`src/hw/dpcm_pkg.sv`:
```
// Package of constants, types and arithmetic helpers for the speech codec
//
// Functional notes
// - Each timer selects plain timer mode or pulse-width modulator mode.
// - Modulator mode: free-running 8-bit up-counter compared with current sample.
// - Output high while counter below sample, low once counter reaches sample.
// - One modulation period is the counter stepping from lowest to highest count.
// - Prescaler zero clocks the counter every system clock: shortest period.
// - Prescaler two up to maximum slows the counter proportionally.
// - Every 8-bit sample is coded as one 4-bit difference code.
// - Encoder difference is sample minus predicted sample, not previous raw sample.
// - Prediction equals the most recent reconstructed sample.
// - Encoder difference is held as a 16-bit two's complement value.
// - Codes 0,8 give 0; 1-7 give -64..-1; 9-15 give 1..64.
// - Quantizer picks the nearest code set entry and emits its code.
// - Encoder uses fifteen levels; code 8 is never produced.
// - Nearest level found by binary search over fifteen levels.
// - Next prediction is previous prediction plus dequantized emitted code.
// - Prediction register holds its value for exactly one sample period.
// - Decoder dequantizes each code and adds it to its last prediction.
// - Input sample is the upper eight bits of the 10-bit converter word.
// - Encoder and decoder each handle one sample per 125 us period.
`default_nettype none

package dpcm_pkg;

   localparam int          ADC_W            = 10;
   localparam int          SAMPLE_W         = 8;
   localparam int          CODE_W           = 4;
   localparam int          DIFF_W           = 16;
   localparam int          ADC_DROP_BITS    = 2;
   localparam int          SAMPLE_PERIOD_NS = 125000;
   localparam int          CLK_PERIOD_NS    = 20;
   localparam int          SAMPLE_CYCLES    = SAMPLE_PERIOD_NS / CLK_PERIOD_NS;
   localparam int          NUM_LEVELS       = 15;
   localparam int          SEARCH_STEPS     = 4;
   localparam logic [3:0]  ZERO_IDX         = 4'h7;
   localparam logic [3:0]  TOP_IDX          = 4'he;
   localparam logic [7:0]  PRED_RESET       = 8'h80;
   localparam logic [7:0]  SAMPLE_MAX       = 8'hff;
   localparam logic [7:0]  CNT_MAX          = 8'hff;

   typedef enum logic [1:0] {
      DPCM_ENC_IDLE   = 2'h0,
      DPCM_ENC_SEARCH = 2'h1,
      DPCM_ENC_EMIT   = 2'h3
   } dpcm_enc_state_t;

   // Code to signed difference
   function automatic logic signed [15:0] dpcm_dequant(input logic [3:0] code);
      case (code)
         4'h1:    dpcm_dequant = 16'hffc0;
         4'h2:    dpcm_dequant = 16'hffe0;
         4'h3:    dpcm_dequant = 16'hfff0;
         4'h4:    dpcm_dequant = 16'hfff8;
         4'h5:    dpcm_dequant = 16'hfffc;
         4'h6:    dpcm_dequant = 16'hfffe;
         4'h7:    dpcm_dequant = 16'hffff;
         4'h9:    dpcm_dequant = 16'h0001;
         4'ha:    dpcm_dequant = 16'h0002;
         4'hb:    dpcm_dequant = 16'h0004;
         4'hc:    dpcm_dequant = 16'h0008;
         4'hd:    dpcm_dequant = 16'h0010;
         4'he:    dpcm_dequant = 16'h0020;
         4'hf:    dpcm_dequant = 16'h0040;
         default: dpcm_dequant = 16'h0000;
      endcase
   endfunction

   // Sorted level index to code; code 8 never comes out
   function automatic logic [3:0] dpcm_idx_code(input logic [3:0] idx);
      dpcm_idx_code = (idx == ZERO_IDX) ? 4'h0 : 4'(idx + 4'h1);
   endfunction

   function automatic logic signed [15:0] dpcm_level(input logic [3:0] idx);
      dpcm_level = dpcm_dequant(dpcm_idx_code(idx));
   endfunction

   // Prediction plus difference, held in sample range
   function automatic logic [7:0] dpcm_add_clamp(input logic [7:0] pred,
                                                 input logic signed [15:0] d);
      logic signed [15:0] s;
      s = signed'({8'h00, pred}) + d;
      if (s < 16'sh0000)
         dpcm_add_clamp = 8'h00;
      else if (s > signed'({8'h00, SAMPLE_MAX}))
         dpcm_add_clamp = SAMPLE_MAX;
      else
         dpcm_add_clamp = s[7:0];
   endfunction

endpackage

`default_nettype wire

```
`src/hw/dpcm_pwm.sv`:
```
// Timer that runs either as a plain overflow timer or as a pulse-width modulator
`timescale 1ns/1ns
`default_nettype none

module dpcm_pwm (
   input  wire logic       clk_i,
   input  wire logic       reset_i,
   input  wire logic       pwm_mode_i,
   input  wire logic [7:0] prescale_i,
   input  wire logic [7:0] sample_i,
   output logic            pwm_o,
   output logic            wrap_o
);

   typedef struct packed {
      logic [7:0] cnt;
      logic [7:0] div;
      logic [7:0] hold;
      logic       pwm;
      logic       wrap;
   } dpcm_pwm_state_t;

   dpcm_pwm_state_t r;
   dpcm_pwm_state_t next_r;
   logic            adv;

   always_comb begin
      next_r      = r;
      next_r.wrap = 1'b0;
      adv         = 1'b0;
      // Prescale 0 or 1 steps every clock, else every prescale clocks
      if (prescale_i <= 8'h01) begin
         adv        = 1'b1;
         next_r.div = 8'h00;
      end else if (r.div >= 8'(prescale_i - 8'h01)) begin
         adv        = 1'b1;
         next_r.div = 8'h00;
      end else begin
         next_r.div = 8'(r.div + 8'h01);
      end
      if (adv) begin
         next_r.cnt = 8'(r.cnt + 8'h01);
         // New sample only at the period boundary, no runt pulses
         if (r.cnt == dpcm_pkg::CNT_MAX) begin
            next_r.hold = sample_i;
            next_r.wrap = 1'b1;
         end
      end
      // Strict less-than: equal gives low, zero sample stays low
      next_r.pwm = pwm_mode_i && (next_r.cnt < next_r.hold);
   end

   always_ff @(posedge clk_i) begin
      if (reset_i) begin
         r <= '0;
      end else begin
         r <= next_r;
      end
   end

   assign pwm_o  = r.pwm;
   assign wrap_o = r.wrap;

endmodule

`default_nettype wire

```
`src/hw/dpcm_decoder.sv`:
```
// DPCM decoder: rebuilds one sample from each received code
`timescale 1ns/1ns
`default_nettype none

module dpcm_decoder (
   input  wire logic       clk_i,
   input  wire logic       reset_i,
   input  wire logic [3:0] code_i,
   input  wire logic       code_valid_i,
   output logic [7:0]      sample_o,
   output logic            sample_valid_o
);

   typedef struct packed {
      logic [7:0] pred;
      logic       vld;
   } dpcm_dec_state_t;

   dpcm_dec_state_t r;
   dpcm_dec_state_t next_r;

   always_comb begin
      next_r     = r;
      next_r.vld = 1'b0;
      if (code_valid_i) begin
         next_r.pred = dpcm_pkg::dpcm_add_clamp(r.pred, dpcm_pkg::dpcm_dequant(code_i));
         next_r.vld  = 1'b1;
      end
   end

   always_ff @(posedge clk_i) begin
      if (reset_i) begin
         r.pred <= dpcm_pkg::PRED_RESET;
         r.vld  <= 1'b0;
      end else begin
         r <= next_r;
      end
   end

   assign sample_o       = r.pred;
   assign sample_valid_o = r.vld;

endmodule

`default_nettype wire

```
`src/hw/dpcm_codec.sv`:
```
// Speech codec top: sample pacing, DPCM encoder, decoder feed and two timers
`timescale 1ns/1ns
`default_nettype none

module dpcm_codec #(
   parameter int SAMPLE_CYCLES = dpcm_pkg::SAMPLE_CYCLES
) (
   input  wire logic       clk_i,
   input  wire logic       reset_i,
   // Converter side
   input  wire logic [9:0] adc_data_i,
   output logic            adc_start_o,
   // Encoded stream out
   output logic [3:0]      code_o,
   output logic            code_valid_o,
   output logic [7:0]      enc_recon_o,
   // Encoded stream in
   input  wire logic [3:0] rx_code_i,
   input  wire logic       rx_code_valid_i,
   output logic            rx_drop_o,
   output logic            rx_underrun_o,
   // Decoded samples
   output logic [7:0]      dec_sample_o,
   output logic            dec_valid_o,
   // Playback timers
   input  wire logic       play_mode_i,
   input  wire logic [7:0] play_prescale_i,
   input  wire logic       mon_mode_i,
   input  wire logic [7:0] mon_prescale_i,
   output logic            play_pwm_o,
   output logic            play_wrap_o,
   output logic            mon_pwm_o,
   output logic            mon_wrap_o
);

   localparam int CNT_W = $clog2(SAMPLE_CYCLES);
   localparam logic [CNT_W-1:0] CNT_LAST = CNT_W'(SAMPLE_CYCLES - 1);

   ////////////////////////////////////////////////////////////////////////////
   // Helpers

   // Twice the difference against the midpoint below a level index
   function automatic logic at_or_above(input logic signed [15:0] d,
                                        input logic [3:0] idx);
      logic signed [17:0] twice;
      logic signed [17:0] mid2;
      twice = 18'(d) <<< 1;
      mid2  = 18'(dpcm_pkg::dpcm_level(4'(idx - 4'h1)))
            + 18'(dpcm_pkg::dpcm_level(idx));
      at_or_above = (twice >= mid2);
   endfunction

   function automatic logic [3:0] mid_idx(input logic [3:0] lo,
                                          input logic [3:0] hi);
      logic [4:0] s;
      s       = 5'(lo) + 5'(hi) + 5'h01;
      mid_idx = s[4:1];
   endfunction

   ////////////////////////////////////////////////////////////////////////////
   // State

   typedef struct packed {
      dpcm_pkg::dpcm_enc_state_t st;
      logic [1:0]                step;
      logic [3:0]                lo;
      logic [3:0]                hi;
      logic signed [15:0]        diff;
      logic [7:0]                pred;
      logic [3:0]                code;
      logic                      code_vld;
      logic [CNT_W-1:0]          tick_cnt;
      logic                      tick;
      logic                      adc_start;
      logic [3:0]                rx_code;
      logic                      rx_pend;
      logic [3:0]                dec_code;
      logic                      dec_go;
      logic                      rx_drop;
      logic                      rx_under;
   } dpcm_top_state_t;

   dpcm_top_state_t r;
   dpcm_top_state_t next_r;
   logic [7:0]      in_sample;
   logic [3:0]      mid;
   logic [7:0]      dec_sample;
   logic            dec_valid;

   assign in_sample = adc_data_i[dpcm_pkg::ADC_W-1:dpcm_pkg::ADC_DROP_BITS];
   assign mid       = mid_idx(r.lo, r.hi);

   ////////////////////////////////////////////////////////////////////////////
   // Next-state logic

   always_comb begin
      next_r           = r;
      next_r.tick      = 1'b0;
      next_r.adc_start = 1'b0;
      next_r.code_vld  = 1'b0;
      next_r.dec_go    = 1'b0;
      next_r.rx_drop   = 1'b0;
      next_r.rx_under  = 1'b0;

      // Sample period pacing
      if (r.tick_cnt == CNT_LAST) begin
         next_r.tick_cnt = '0;
         next_r.tick     = 1'b1;
      end else begin
         next_r.tick_cnt = CNT_W'(r.tick_cnt + 1'b1);
      end
      // Converter restarts at each period so a fresh word waits next tick
      next_r.adc_start = r.tick;

      // Encoder
      case (r.st)
         dpcm_pkg::DPCM_ENC_IDLE: begin
            if (r.tick) begin
               // Against prediction, not against the last raw sample
               next_r.diff = signed'(16'(in_sample)) - signed'(16'(r.pred));
               next_r.lo   = 4'h0;
               next_r.hi   = dpcm_pkg::TOP_IDX;
               next_r.step = 2'h0;
               next_r.st   = dpcm_pkg::DPCM_ENC_SEARCH;
            end
         end
         dpcm_pkg::DPCM_ENC_SEARCH: begin
            // One tree level per clock, four levels cover fifteen entries
            if (at_or_above(r.diff, mid)) begin
               next_r.lo = mid;
            end else begin
               next_r.hi = 4'(mid - 4'h1);
            end
            next_r.step = 2'(r.step + 2'h1);
            if (r.step == 2'(dpcm_pkg::SEARCH_STEPS - 1)) begin
               next_r.st = dpcm_pkg::DPCM_ENC_EMIT;
            end
         end
         dpcm_pkg::DPCM_ENC_EMIT: begin
            next_r.code     = dpcm_pkg::dpcm_idx_code(r.lo);
            next_r.code_vld = 1'b1;
            // Held until the next emit: one sample period
            next_r.pred     = dpcm_pkg::dpcm_add_clamp(r.pred, dpcm_pkg::dpcm_level(r.lo));
            next_r.st       = dpcm_pkg::DPCM_ENC_IDLE;
         end
         default: begin
            next_r.st = dpcm_pkg::DPCM_ENC_IDLE;
         end
      endcase

      // Received codes wait for the period tick, one per period
      if (r.tick) begin
         if (r.rx_pend) begin
            next_r.dec_code = r.rx_code;
            next_r.dec_go   = 1'b1;
            next_r.rx_pend  = 1'b0;
         end else begin
            next_r.rx_under = 1'b1;
         end
      end
      // New arrival wins over consumption in the same cycle
      if (rx_code_valid_i) begin
         if (r.rx_pend && !r.tick) begin
            next_r.rx_drop = 1'b1;
         end
         next_r.rx_code = rx_code_i;
         next_r.rx_pend = 1'b1;
      end
   end

   ////////////////////////////////////////////////////////////////////////////
   // Registers

   always_ff @(posedge clk_i) begin
      if (reset_i) begin
         r      <= '0;
         r.st   <= dpcm_pkg::DPCM_ENC_IDLE;
         r.pred <= dpcm_pkg::PRED_RESET;
      end else begin
         r <= next_r;
      end
   end

   ////////////////////////////////////////////////////////////////////////////
   // Decoder and playback

   dpcm_decoder u_decoder (
      .clk_i          (clk_i),
      .reset_i        (reset_i),
      .code_i         (r.dec_code),
      .code_valid_i   (r.dec_go),
      .sample_o       (dec_sample),
      .sample_valid_o (dec_valid)
   );

   // Received speech to the reconstruction filter
   dpcm_pwm u_play (
      .clk_i      (clk_i),
      .reset_i    (reset_i),
      .pwm_mode_i (play_mode_i),
      .prescale_i (play_prescale_i),
      .sample_i   (dec_sample),
      .pwm_o      (play_pwm_o),
      .wrap_o     (play_wrap_o)
   );

   // Second timer monitors the local encoder reconstruction
   dpcm_pwm u_mon (
      .clk_i      (clk_i),
      .reset_i    (reset_i),
      .pwm_mode_i (mon_mode_i),
      .prescale_i (mon_prescale_i),
      .sample_i   (r.pred),
      .pwm_o      (mon_pwm_o),
      .wrap_o     (mon_wrap_o)
   );

   ////////////////////////////////////////////////////////////////////////////
   // Outputs

   assign adc_start_o   = r.adc_start;
   assign code_o        = r.code;
   assign code_valid_o  = r.code_vld;
   assign enc_recon_o   = r.pred;
   assign rx_drop_o     = r.rx_drop;
   assign rx_underrun_o = r.rx_under;
   assign dec_sample_o  = dec_sample;
   assign dec_valid_o   = dec_valid;

endmodule

`default_nettype wire

```
`config.mk`:
```
export PLATFORM = sky130hd
export DESIGN_NAME = dpcm_codec
export DESIGN_NICKNAME = d
export VERILOG_FILES = /design/src/hw/dpcm_pkg.sv /design/src/hw/dpcm_pwm.sv /design/src/hw/dpcm_decoder.sv /design/src/hw/dpcm_codec.sv
export SDC_FILE = /design/constraint.sdc
export NUM_CORES = 1
export LEC_CHECK = 0
export BUFFER_PORTS_ARGS = -buffer_cell sky130_fd_sc_hd__buf_2
export CAP_MARGIN = 15
export CORE_ASPECT_RATIO = 0.75
export CORE_MARGIN = 3
export CORE_UTILIZATION = 57
export CTS_BUF_LIST = sky130_fd_sc_hd__clkbuf_4
export DETAILED_ROUTE_END_ITERATION = 12
export PLACE_DENSITY = 0.86
export SYNTH_ARGS = -nofsm -noshare
export SYNTH_HDL_FRONTEND = slang
export SYNTH_HIERARCHICAL = 1
export SYNTH_SLANG_ARGS = --single-unit
```
`constraint.sdc`:
```
create_clock -name clk_i -period 4.8 [get_ports clk_i]
set_input_delay 0.96 -clock clk_i [delete_from_list [all_inputs] [get_ports clk_i]]
set_output_delay 0.96 -clock clk_i [all_outputs]
set_load 0.05 [all_outputs]
```
==> results of run 1 <==
timing repair:
item | 4_1_cts | 5_1_grt
cloned | 0 | 0
resized for setup | 4 | 22
pin swaps | 4 | 15
buffers inserted | 2 | 4
endpoints found under the hold margin | 0 | 0
endpoints found under the setup margin | 8 | 8
report_power, final:
part | internal, W | leakage [nW] | switching (W)
Combinational | 0.0000505 | 2.96 | 0.0000739
Clock | 0.000428 | 0.173 | 0.000381
Sequential | 0.00102 | 0.988 | 0.0000121
Total | 0.00150 | 4.12 | 0.000467
cells in the final DEF (no fill, tap or decap), types with 12 or more instances in the layout:
cell,synthesis,routed
sky130_fd_sc_hd__dfxtp_1,122,118
sky130_fd_sc_hd__nor2_1,137,136
sky130_fd_sc_hd__nor2b_1,35,35
sky130_fd_sc_hd__nand3_1,36,36
sky130_fd_sc_hd__o21ai_0,33,31
sky130_fd_sc_hd__ha_1,98,95
sky130_fd_sc_hd__nand2_1,70,69
sky130_fd_sc_hd__a211oi_1,12,12
sky130_fd_sc_hd__inv_1,51,48
sky130_fd_sc_hd__o21a_1,13,12
sky130_fd_sc_hd__mux2i_1,28,28
sky130_fd_sc_hd__buf_2,5,61
sky130_fd_sc_hd__xor2_1,31,31
sky130_fd_sc_hd__buf_4,13,29
sky130_fd_sc_hd__nor3_1,17,16
sky130_fd_sc_hd__xnor2_1,40,39
sky130_fd_sc_hd__clkbuf_4,0,21
sky130_fd_sc_hd__a21oi_1,49,45
state kept, by name (all words and copies together) (netlist names), 4 cells and up:
register	flops
u_decoder/sample_o	8
u_mon/r	24
u_play/r	24
r	44
enc_recon_o	8
code_o	4
cell families (layout without fill, tap and decap cells):
| logic type | Yosys count | in the layout | synth area share (%) |
|---|---|---|---|
| XOR/XNOR | 73 | 73 | 7.694 |
| other | 0 | 1 | 0 |
| AND/OR/NAND/NOR | 372 | 372 | 22.12 |
| multiplexers | 41 | 41 | 5.158 |
| adder cells (fa/ha/maj) | 103 | 103 | 15.45 |
| AO/OA/AOI/OAI | 194 | 194 | 15.75 |
| flip-flops | 122 | 122 | 28.44 |
| buffers and inverters | 97 | 178 | 5.391 |
final timing paths:
check	startpoint	endpoint	slack [ns]
setup / recovery	r[57]	r[58]	-0.04
hold / removal	code_o[1]	code_o[1]	0.47
hold reg to reg	code_o[1]	code_o[1]	0.47
setup reg to reg	r[57]	r[58]	-0.04
layout make-up:
type / count / area (um2) / share of cell area, %
multi-input cells: 783 / 5828 / 60.75
flip-flops and latches: 122 / 2450 / 25.53
repair buffers: 91 / 534.3 / 5.569
well taps: 200 / 250.2 / 2.608
inverters: 55 / 220.2 / 2.295
clock buffers: 21 / 157.7 / 1.643
clock inverters: 11 / 151.4 / 1.578
diodes: 1 / 2.502 / 0.02608
per-layer routing:
metal | share of wire, % | up-vias
li1 | - | 3647
met1 | 46 | 3386
met2 | 47 | 230
met3 | 5.9 | 17
met4 | 0.82 | 0
met5 | 0 | -
stage by stage:
stage / instances / util, % / total power, W / setup TNS [ns]
floorplan: 1002 / - / 0.001139 / 0
global placement: 1245 / 62.37 / 0.001174 / 0
detailed placement: 1245 / 62.37 / 0.001180 / -0.4001
CTS: 1279 / 64.69 / 0.001981 / 0
global route: 1284 / 65.73 / 0.002052 / -1.814
finish: 1284 / 65.73 / 0.001968 / -0.04770
worst reg2reg max path, delay by kind of cell (launching register included):
kind | cells | cell delay [ns]
mux | 3 | 0.83
xor+xnor | 1 | 0.19
simple gates | 4 | 0.48
flops | 1 | 0.36
buf+inv | 3 | 0.26
fa+ha+maj | 4 | 1.47
compound gates | 6 | 1.15
==> results.md, run 1 <==
* Leakage: 4.119 nW
* Chip Height: 112.3 um
* top achievable clock speed: 0.2066 GHz
* Post-synth EDFFs: 0
* nature of the critical path endpoint: flip-flop
* CTS sink cnt: 122
* sequential area share after synthesis: 28.44%
* area of the die: 16590 um2
* via density per instance: 5.670
* global-route congestion overflow total: 0
* number of cells on the worst hold path: 2
* total of fill cells in the finished design: 1166
* ratio of cells with drive above 1 in the final layout: 19.11%
* Syn Std Cell Area: 8587 um2
* worst-skew pair later-pin latency: 0.54 ns
* cell type with the highest occurrence count on the critical path: sky130_fd_sc_hd__nor2_1
* Max FO, Critical Path: 4
* Worst R2R Path Depth: 21
* startpoint type of the worst setup path: flip-flop
* deepest level of the CTS H-tree: 4
* data required time at the worst endpoint: 5.24 ns
* Critical Setup Path Class: flip-flop to flip-flop
* gr usage total: 22.86%
* final hold vios: 0
* flip-flop cell with the highest count after synthesis: sky130_fd_sc_hd__dfxtp_1
* peak ir drop on the vdd network: 0.1724 mV
* failing checks: negative setup slack
* Placed Instance Area: 9104 um2
* clock root buffer master: sky130_fd_sc_hd__clkbuf_4
* RePlAce Congestion: 0.9112
* CORE AREA: 14600 um2
* period utilization: 100.9%
* count of maximum capacitance violations: 0
* number of antenna violations at the first check in global routing: 1
* first-pass GRT wire length: 31790 um
* final wirelength: 19290 um
* power density over cell area: 205.1 nW/um2
* number of nets at the end of the flow: 1208
* smallest hold slack: 0.4713 ns
* clock period minus worst slack: 4.841 ns
* fraction of registers with async set or reset after synthesis: 0%
* outcome: finished, violations left
* worst slack, placed: -0.1234 ns
* count of port buffers added during placement: 61
* min-delay worst type: flip-flop to flip-flop
* Post-Synthesis Mean Instance Area: 8.570 um2
* first-pass iteration count of the detailed router: 6
* vias in the first global route: 6867
* Max clock buf depth: 2
* worst path bufs/invs: 3
* WP data arrival: 5.28 ns
* via count: 7280
* Most Crowded Layer GR: met2
* total of endpoints with negative setup slack in the final report: 2
* number of pins with negative max-slew slack in the final report: 0
* unrepaired setup endpoints after global routing: yes
* die width: 147.7 um
* cell with the largest stage delay on the worst path: sky130_fd_sc_hd__fa_2
* instance count of the mapped netlist: 1002
* largest net degree at the start of global routing: 77
* Worst slew margin: 44.60%
* GR Layer Usage met1: 31.27%
* Worst Tran Pin Value: 0.8309 ns
* # hold bufs at CTS: 0
* cell-by-cell trace of the critical path: inv_2 -> fa_2 -> inv_2 -> and3_4 -> mux2i_4 -> mux2i_2 -> nor2_1 -> o2bb2ai_2 -> ha_2 -> fa_2 -> a21oi_2 -> nor2_1 -> nor2_1 -> o21ai_1 -> xnor3_1 -> ha_1 -> a211o_1 -> buf_6 -> o31ai_4 -> a21oi_4 -> mux2_4
* largest stage delay on the critical path: 0.61 ns
* met2 track demand over resource in global routing: 37.08%
* post-detailed-route DRC marker count: 0
* Detail Route Antenna Nets: 0
* Crit path depth: 21
* synth cell count leaders: sky130_fd_sc_hd__nor2_1, sky130_fd_sc_hd__dfxtp_1, sky130_fd_sc_hd__ha_1, sky130_fd_sc_hd__nand2_1, sky130_fd_sc_hd__inv_1
* number of synthesized register bits: 122
* clock transition at the registers of the reported paths: 0.11 ns
* area growth from synthesis to final layout: 11.73%
* Synthesized Nets: 1140
* kind of cell with the highest combined delay on the critical path: adder cells
* I/O Pins: 64
* most frequent cell after synthesis: sky130_fd_sc_hd__nor2_1
* setup ws final: -0.04118 ns
* setup skew after layout: 0.01534 ns
* CTS tree: built
* first-iteration detailed-routing DRC count: 457
* global-route met3 utilization: 5.448%
* proportion of netlist area held by the largest area contributor: 28.44%
* Layout Cell Area excl Fill: 9594 um2
* WL/cell: 15.02 um
* Synth area leader: sky130_fd_sc_hd__dfxtp_1
* total number of yosys warnings: 6
* total clock buffers created by CTS: 17
* detailed-placement wirelength estimate: 14040 um
* total number of placement rows: 38
* number of unique standard cell types used by synthesis: 83
* Synth area leaders: sky130_fd_sc_hd__dfxtp_1, sky130_fd_sc_hd__ha_1, sky130_fd_sc_hd__nor2_1, sky130_fd_sc_hd__xnor2_1, sky130_fd_sc_hd__mux2i_1
* effective utilization at floorplan: 58.83%
Power figures use the tool's default switching activity.
==> inputs of run 2 (changes only) <==
CELL_PAD_IN_SITES_DETAIL_PLACEMENT = 0   (was unset)
CELL_PAD_IN_SITES_GLOBAL_PLACEMENT = 2   (was unset)
CORE_UTILIZATION = 35   (was 57)
==> results.md, run 2 (synthesis gave the netlist of run 1 again) <==
* outcome: complete, no violations
* total number of placement rows: 48
* area of the die: 26470 um2
* die width: 186.9 um
* final hold vios: 0
* via density per instance: 4.878
* Leakage: 4.147 nW
* critical path launch point: r[57]
* clock share of power: 35.8%
* data required time at the worst endpoint: 5.24 ns
* cell-by-cell trace of the critical path: inv_2 -> fa_2 -> inv_2 -> and3_4 -> mux2i_4 -> mux2i_4 -> nor2_1 -> o2bb2ai_2 -> ha_2 -> fa_2 -> a21oi_2 -> nor2_1 -> nor2_1 -> o21ai_1 -> xnor3_1 -> ha_4 -> a211o_1 -> o211ai_1 -> a21oi_2 -> o31ai_4 -> a21oi_4 -> mux2_4
* detailed-placement wirelength estimate: 14780 um
* Critical Setup Path Class: flip-flop to flip-flop
* top achievable clock speed: 0.2124 GHz
* first-iteration detailed-routing DRC count: 327
* ratio of cells with drive above 1 in the final layout: 20.05%
* sequential fraction of design power: 57.4%
* clock transition at the registers of the reported paths: 0.12 ns
* CORE AREA: 23540 um2
* startpoint of the worst-slack reg-to-reg timing path: r[57]
* nature of the critical path endpoint: flip-flop
* Detail Route Antenna Nets: 0
* total of fill cells in the finished design: 2429
* final wirelength: 19610 um
* unrepaired setup endpoints after global routing: yes
* worst slack, placed: -0.1293 ns
* WP data arrival: 5.15 ns
* cell type with the highest occurrence count on the critical path: sky130_fd_sc_hd__nor2_1
* CTS sink cnt: 122
* area growth from synthesis to final layout: 14.15%
* most frequent cells in the layout: sky130_fd_sc_hd__nor2_1, sky130_fd_sc_hd__dfxtp_1, sky130_fd_sc_hd__ha_1
* first-pass iteration count of the detailed router: 4
* number of flip-flops under the largest register name: 44
* post-detailed-route DRC marker count: 0
* count of maximum capacitance violations: 0
* CTS tree: built
* biggest regs: r: 44 flops, u_mon/r: 24 flops, u_play/r: 24 flops
* number of antenna violations at the first check in global routing: 1
* Int Pwr: 0.001326 W
* startpoint type of the worst setup path: flip-flop
* largest net degree at the start of global routing: 48
* combinational share of power: 6.9%
* number of cells in the design after placement: 1385
* I/O Pins: 64
* period utilization: 98.07%
* post-layout power: 0.001802 W
* effective utilization at floorplan: 36.47%
* largest stage delay on the critical path: 0.59 ns
* Net Switching: 0.0004767 W
* power density over cell area: 183.9 nW/um2
* Chip Height: 141.7 um
* smallest hold slack: 0.4679 ns
* RePlAce Congestion: 0.8207
* Max clock buf depth: 2
* first-pass GRT wire length: 32930 um
* count of port buffers added during placement: 61
* gr usage total: 15.04%
* total clock buffers created by CTS: 17
* Worst slew margin: 58.14%
* vias in the first global route: 6635
* min-delay worst type: flip-flop to flip-flop
* number of pins with negative max-slew slack in the final report: 0
* total of endpoints with negative setup slack in the final report: 0
* most common library cell in the layout ignoring fill and taps: sky130_fd_sc_hd__nor2_1
* Worst Tran Pin Value: 0.6258 ns
* deepest level of the CTS H-tree: 4
* setup ws final: 0.09285 ns
* switching share of total power: 26.45%
* # hold bufs at CTS: 0
* clock period minus worst slack: 4.707 ns
* clock root buffer master: sky130_fd_sc_hd__clkbuf_4
* Cell Count, Final, Fillers Out: 1423
* WL/cell: 13.78 um
* global-route congestion overflow total: 0
* Max FO, Critical Path: 4
* number of nets at the end of the flow: 1223
* cell with the largest stage delay on the worst path: sky130_fd_sc_hd__fa_2
* start point of the worst hold path: r[44]
* worst-skew pair later-pin latency: 0.54 ns
* via count: 6941
* peak ir drop on the vdd network: 0.09577 mV
* register bank with the most flops: r
* setup skew after layout: 0.02230 ns
[run 2: cell count changes in the layout (fill, tap and decap cells not counted), moves of 2 or more]
cell and change:
sky130_fd_sc_hd__clkinvlp_4 +2, sky130_fd_sc_hd__clkbuf_4 -2, sky130_fd_sc_hd__buf_4 +17, sky130_fd_sc_hd__bufinv_16 -3
[run 2: area by class of cell]
type                       instances  area, um2  area share [%]
antenna                            1      2.502         0.02553
inverter                          55      220.2           2.247
multi-input combinational        783       5849           59.68
sequential                       122       2450           24.99
tap                              325      406.6           4.149
clock buffer                      19      142.6           1.455
clock inverter                    12      85.08          0.8680
timing repair buffer             106      645.6           6.587
[run 2: stage by stage]
stage               TNS [ns]  utilization [%]  instance area [um2]
finish                     0            41.63                 9802
global route         -0.2645            41.63                 9802
CTS                        0            41.06                 9666
detailed placement   -0.5620            39.82                 9375
global placement    -0.03304            39.82                 9375
floorplan                  0                -                 8618
[run 2: critical path: cells and delay by family, from the launching register on]
family / cells / cell delay, ns
compound gates: 8 / 1.21
simple gates: 4 / 0.44
mux: 3 / 0.87
xor+xnor: 1 / 0.23
buf+inv: 2 / 0.10
flops: 1 / 0.35
fa+ha+maj: 4 / 1.42
[run 2: timing repair]
| item | 4_1_cts | 5_1_grt |
|---|---|---|
| pin swaps | 9 | 4 |
| gates resized for setup | 6 | 22 |
| buffers inserted | 4 | 2 |
| endpoints found under the setup margin | 8 | 8 |
[run 2: worst paths after layout]
| path | endpoint | slack, ns | cells after the start |
|---|---|---|---|
| min | r[44] | 0.47 | 2 |
| min reg2reg | r[44] | 0.47 | 2 |
| max reg2reg | r[58] | 0.09 | 22 |
| max | r[58] | 0.09 | 22 |
[run 2: power groups by stage]
stage	Clock [W]	Combinational, W	Sequential (W)
2_1_floorplan	0	0.0000842	0.00105
3_3_place_gp	0	0.000123	0.00106
3_5_place_dp	0	0.000125	0.00106
4_1_cts	0.000678	0.000126	0.00103
5_1_grt	0.000714	0.000143	0.00104
6_report	0.000644	0.000124	0.00103
[run 2: metal layers]
layer / track usage (%) / routed length (um) / share of wire, %
met5: 0 / 0 / 0
met4: 3.618 / 164 / 0.84
met3: 3.087 / 601 / 3.1
met2: 22.21 / 7953 / 41
met1: 22.37 / 10890 / 56
==> inputs of run 3 (changes only) <==
CORE_ASPECT_RATIO = 1.1   (was 0.75)
==> results.md, run 3 (synthesis gave the netlist of run 1 again) <==
* setup skew after layout: 0.02167 ns
* cell type with the highest occurrence count on the critical path: sky130_fd_sc_hd__a21oi_2
* final wirelength: 19360 um
* CORE AREA: 23920 um2
* vias in the first global route: 6738
* area of the die: 26450 um2
* Critical Setup Path Class: flip-flop to flip-flop
* worst reg2reg setup slack: 0.16 ns
* deepest level of the CTS H-tree: 4
* gr usage total: 14.92%
* data required time at the worst endpoint: 5.23 ns
* Worst R2R Path Depth: 23
* clock share of power: 34.4%
* clock period minus worst slack: 4.642 ns
* most frequent cells in the layout: sky130_fd_sc_hd__nor2_1, sky130_fd_sc_hd__dfxtp_1, sky130_fd_sc_hd__ha_1
* reg-to-reg critical path endpoint: r[56]
* number of nets at the end of the flow: 1213
* unrepaired setup endpoints after global routing: yes
* biggest regs: r: 44 flops, u_mon/r: 24 flops, u_play/r: 24 flops
* switching share of total power: 27.06%
* min-delay worst type: flip-flop to flip-flop
* CTS tree: built
* effective utilization at floorplan: 35.90%
* Int Pwr: 0.001288 W
* outcome: complete, no violations
* power density over cell area: 182.0 nW/um2
* sequential fraction of design power: 58.6%
* area growth from synthesis to final layout: 13.04%
* total number of placement rows: 59
* final hold vios: 0
* Max FO, Critical Path: 4
* CTS sink cnt: 122
* WL/cell: 13.90 um
* total clock buffers created by CTS: 17
* count of maximum capacitance violations: 0
* peak ir drop on the vdd network: 0.09862 mV
* die width: 155.3 um
* first-pass GRT wire length: 32870 um
* Crit path depth: 23
* first-pass iteration count of the detailed router: 5
* Chip Height: 170.3 um
* worst path bufs/invs: 3
* number of pins with negative max-slew slack in the final report: 0
* most common library cell in the layout ignoring fill and taps: sky130_fd_sc_hd__nor2_1
* via count: 7002
* clock root buffer master: sky130_fd_sc_hd__clkbuf_4
* nature of the critical path endpoint: flip-flop
* ratio of cells with drive above 1 in the final layout: 19.78%
* startpoint type of the worst setup path: flip-flop
* Max clock buf depth: 2
* Net Switching: 0.0004779 W
* period utilization: 96.70%
* detailed-placement wirelength estimate: 14750 um
* critical path launch point: r[57]
* smallest hold slack: 0.4689 ns
* largest net degree at the start of global routing: 59
* Worst slew margin: 56.30%
* startpoint of the worst-slack reg-to-reg timing path: r[57]
* total of endpoints with negative setup slack in the final report: 0
* register bank with the most flops: r
* count of port buffers added during placement: 61
* clock transition at the registers of the reported paths: 0.11 ns
* largest stage delay on the critical path: 0.59 ns
* via density per instance: 5.027
* # hold bufs at CTS: 0
* combinational share of power: 7.0%
* cell with the largest stage delay on the worst path: sky130_fd_sc_hd__fa_2
* capturing instance or port of the critical path: r[56]
* cell-by-cell trace of the critical path: inv_2 -> fa_2 -> inv_2 -> and3_4 -> mux2i_4 -> mux2i_2 -> nor2_1 -> o2bb2ai_2 -> ha_2 -> fa_2 -> a21oi_2 -> nor2_1 -> nor2_2 -> o21ai_2 -> xnor3_1 -> ha_1 -> a211o_1 -> o211ai_1 -> a21oi_2 -> o31ai_4 -> a21oi_2 -> buf_4 -> a32o_1
* top achievable clock speed: 0.2154 GHz
* number of cells in the design after placement: 1352
* worst-skew pair later-pin latency: 0.53 ns
* first-iteration detailed-routing DRC count: 299
* WP data arrival: 5.07 ns
* Cell Count, Final, Fillers Out: 1393
* RePlAce Congestion: 0.8154
* Leakage: 4.091 nW
* number of flip-flops under the largest register name: 44
* kind of cell with the highest combined delay on the critical path: compound AO/OA/AOI/OAI gates
* number of cells on the worst hold path: 2
* global-route congestion overflow total: 0
* number of antenna violations at the first check in global routing: 1
* Worst Tran Pin Value: 0.6531 ns
* total of fill cells in the finished design: 2467
* post-detailed-route DRC marker count: 0
* Detail Route Antenna Nets: 0
* post-layout power: 0.001766 W
* I/O Pins: 64
[run 3: changes by cell type in the layout (fill, tap and decap cells not counted), sizes merged]
cell	before	now
buf	106	96
clkbuf	19	21
bufinv	2	1
clkinv	9	8
[run 3: stage by stage]
step / util, % / setup WS (ns) / area (um2) / TNS, ns
2_1_floorplan: - / 0.08532 / 8618 / 0
3_3_place_gp: 38.74 / 0.04662 / 9265 / 0
3_5_place_dp: 38.74 / -0.04546 / 9265 / -0.07017
4_1_cts: 39.68 / 0.04029 / 9492 / 0
5_1_grt: 40.58 / -0.1319 / 9707 / -0.6867
6_report: 40.58 / 0.1582 / 9707 / 0
[run 3: final cells by class]
type | count | area, um2 | area share (%)
Multi-Input combinational cell | 783 | 5853 | 60.30
Clock buffer | 21 | 157.7 | 1.624
Inverter | 55 | 220.2 | 2.269
Antenna cell | 1 | 2.502 | 0.02578
Tap cell | 305 | 381.6 | 3.931
Clock inverter | 10 | 55.05 | 0.5672
Timing Repair Buffer | 96 | 586.8 | 6.045
Sequential cell | 122 | 2450 | 25.24
[run 3: how the worst min path moves through the flow]
stage	startpoint	end	slack [ns]
6_report	r[8]	r[3]	0.47
3_3_place_gp	r[8]	r[3]	0.45
2_1_floorplan	r[42]	r[42]	0.44
5_1_grt	r[44]	r[44]	0.49
3_5_place_dp	r[43]	r[43]	0.45
4_1_cts	r[43]	r[43]	0.47
[run 3: worst min-delay path: stages (launching register included)]
cell and delay, ns:
sky130_fd_sc_hd__dfxtp_1 0.33, sky130_fd_sc_hd__nand3_1 0.06, sky130_fd_sc_hd__a21oi_1 0.05
[run 3: power groups by stage]
stage	Combinational, W	Clock, W	Sequential [W]
6_report	0.000123	0.000608	0.00103
5_1_grt	0.000142	0.000678	0.00104
4_1_cts	0.000127	0.000647	0.00104
3_5_place_dp	0.000126	0	0.00106
3_3_place_gp	0.000123	0	0.00106
2_1_floorplan	0.0000842	0	0.00105
[run 3: layer usage]
metal | track usage (%) | up-vias | part of all wire [%]
met5 | 0 | - | 0
met4 | 4.492 | 0 | 1.5
met3 | 3.128 | 23 | 3.6
li1 | - | 3643 | -
met1 | 20.20 | 3236 | 49
met2 | 23.95 | 100 | 46
[run 3: what timing repair did]
action / in CTS / in global routing
setup buffers: 1 / 8
resized for setup: 2 / 29
pin swaps: 2 / 18
setup endpoints to repair: 5 / 8
endpoints found under the hold margin: 0 / 0
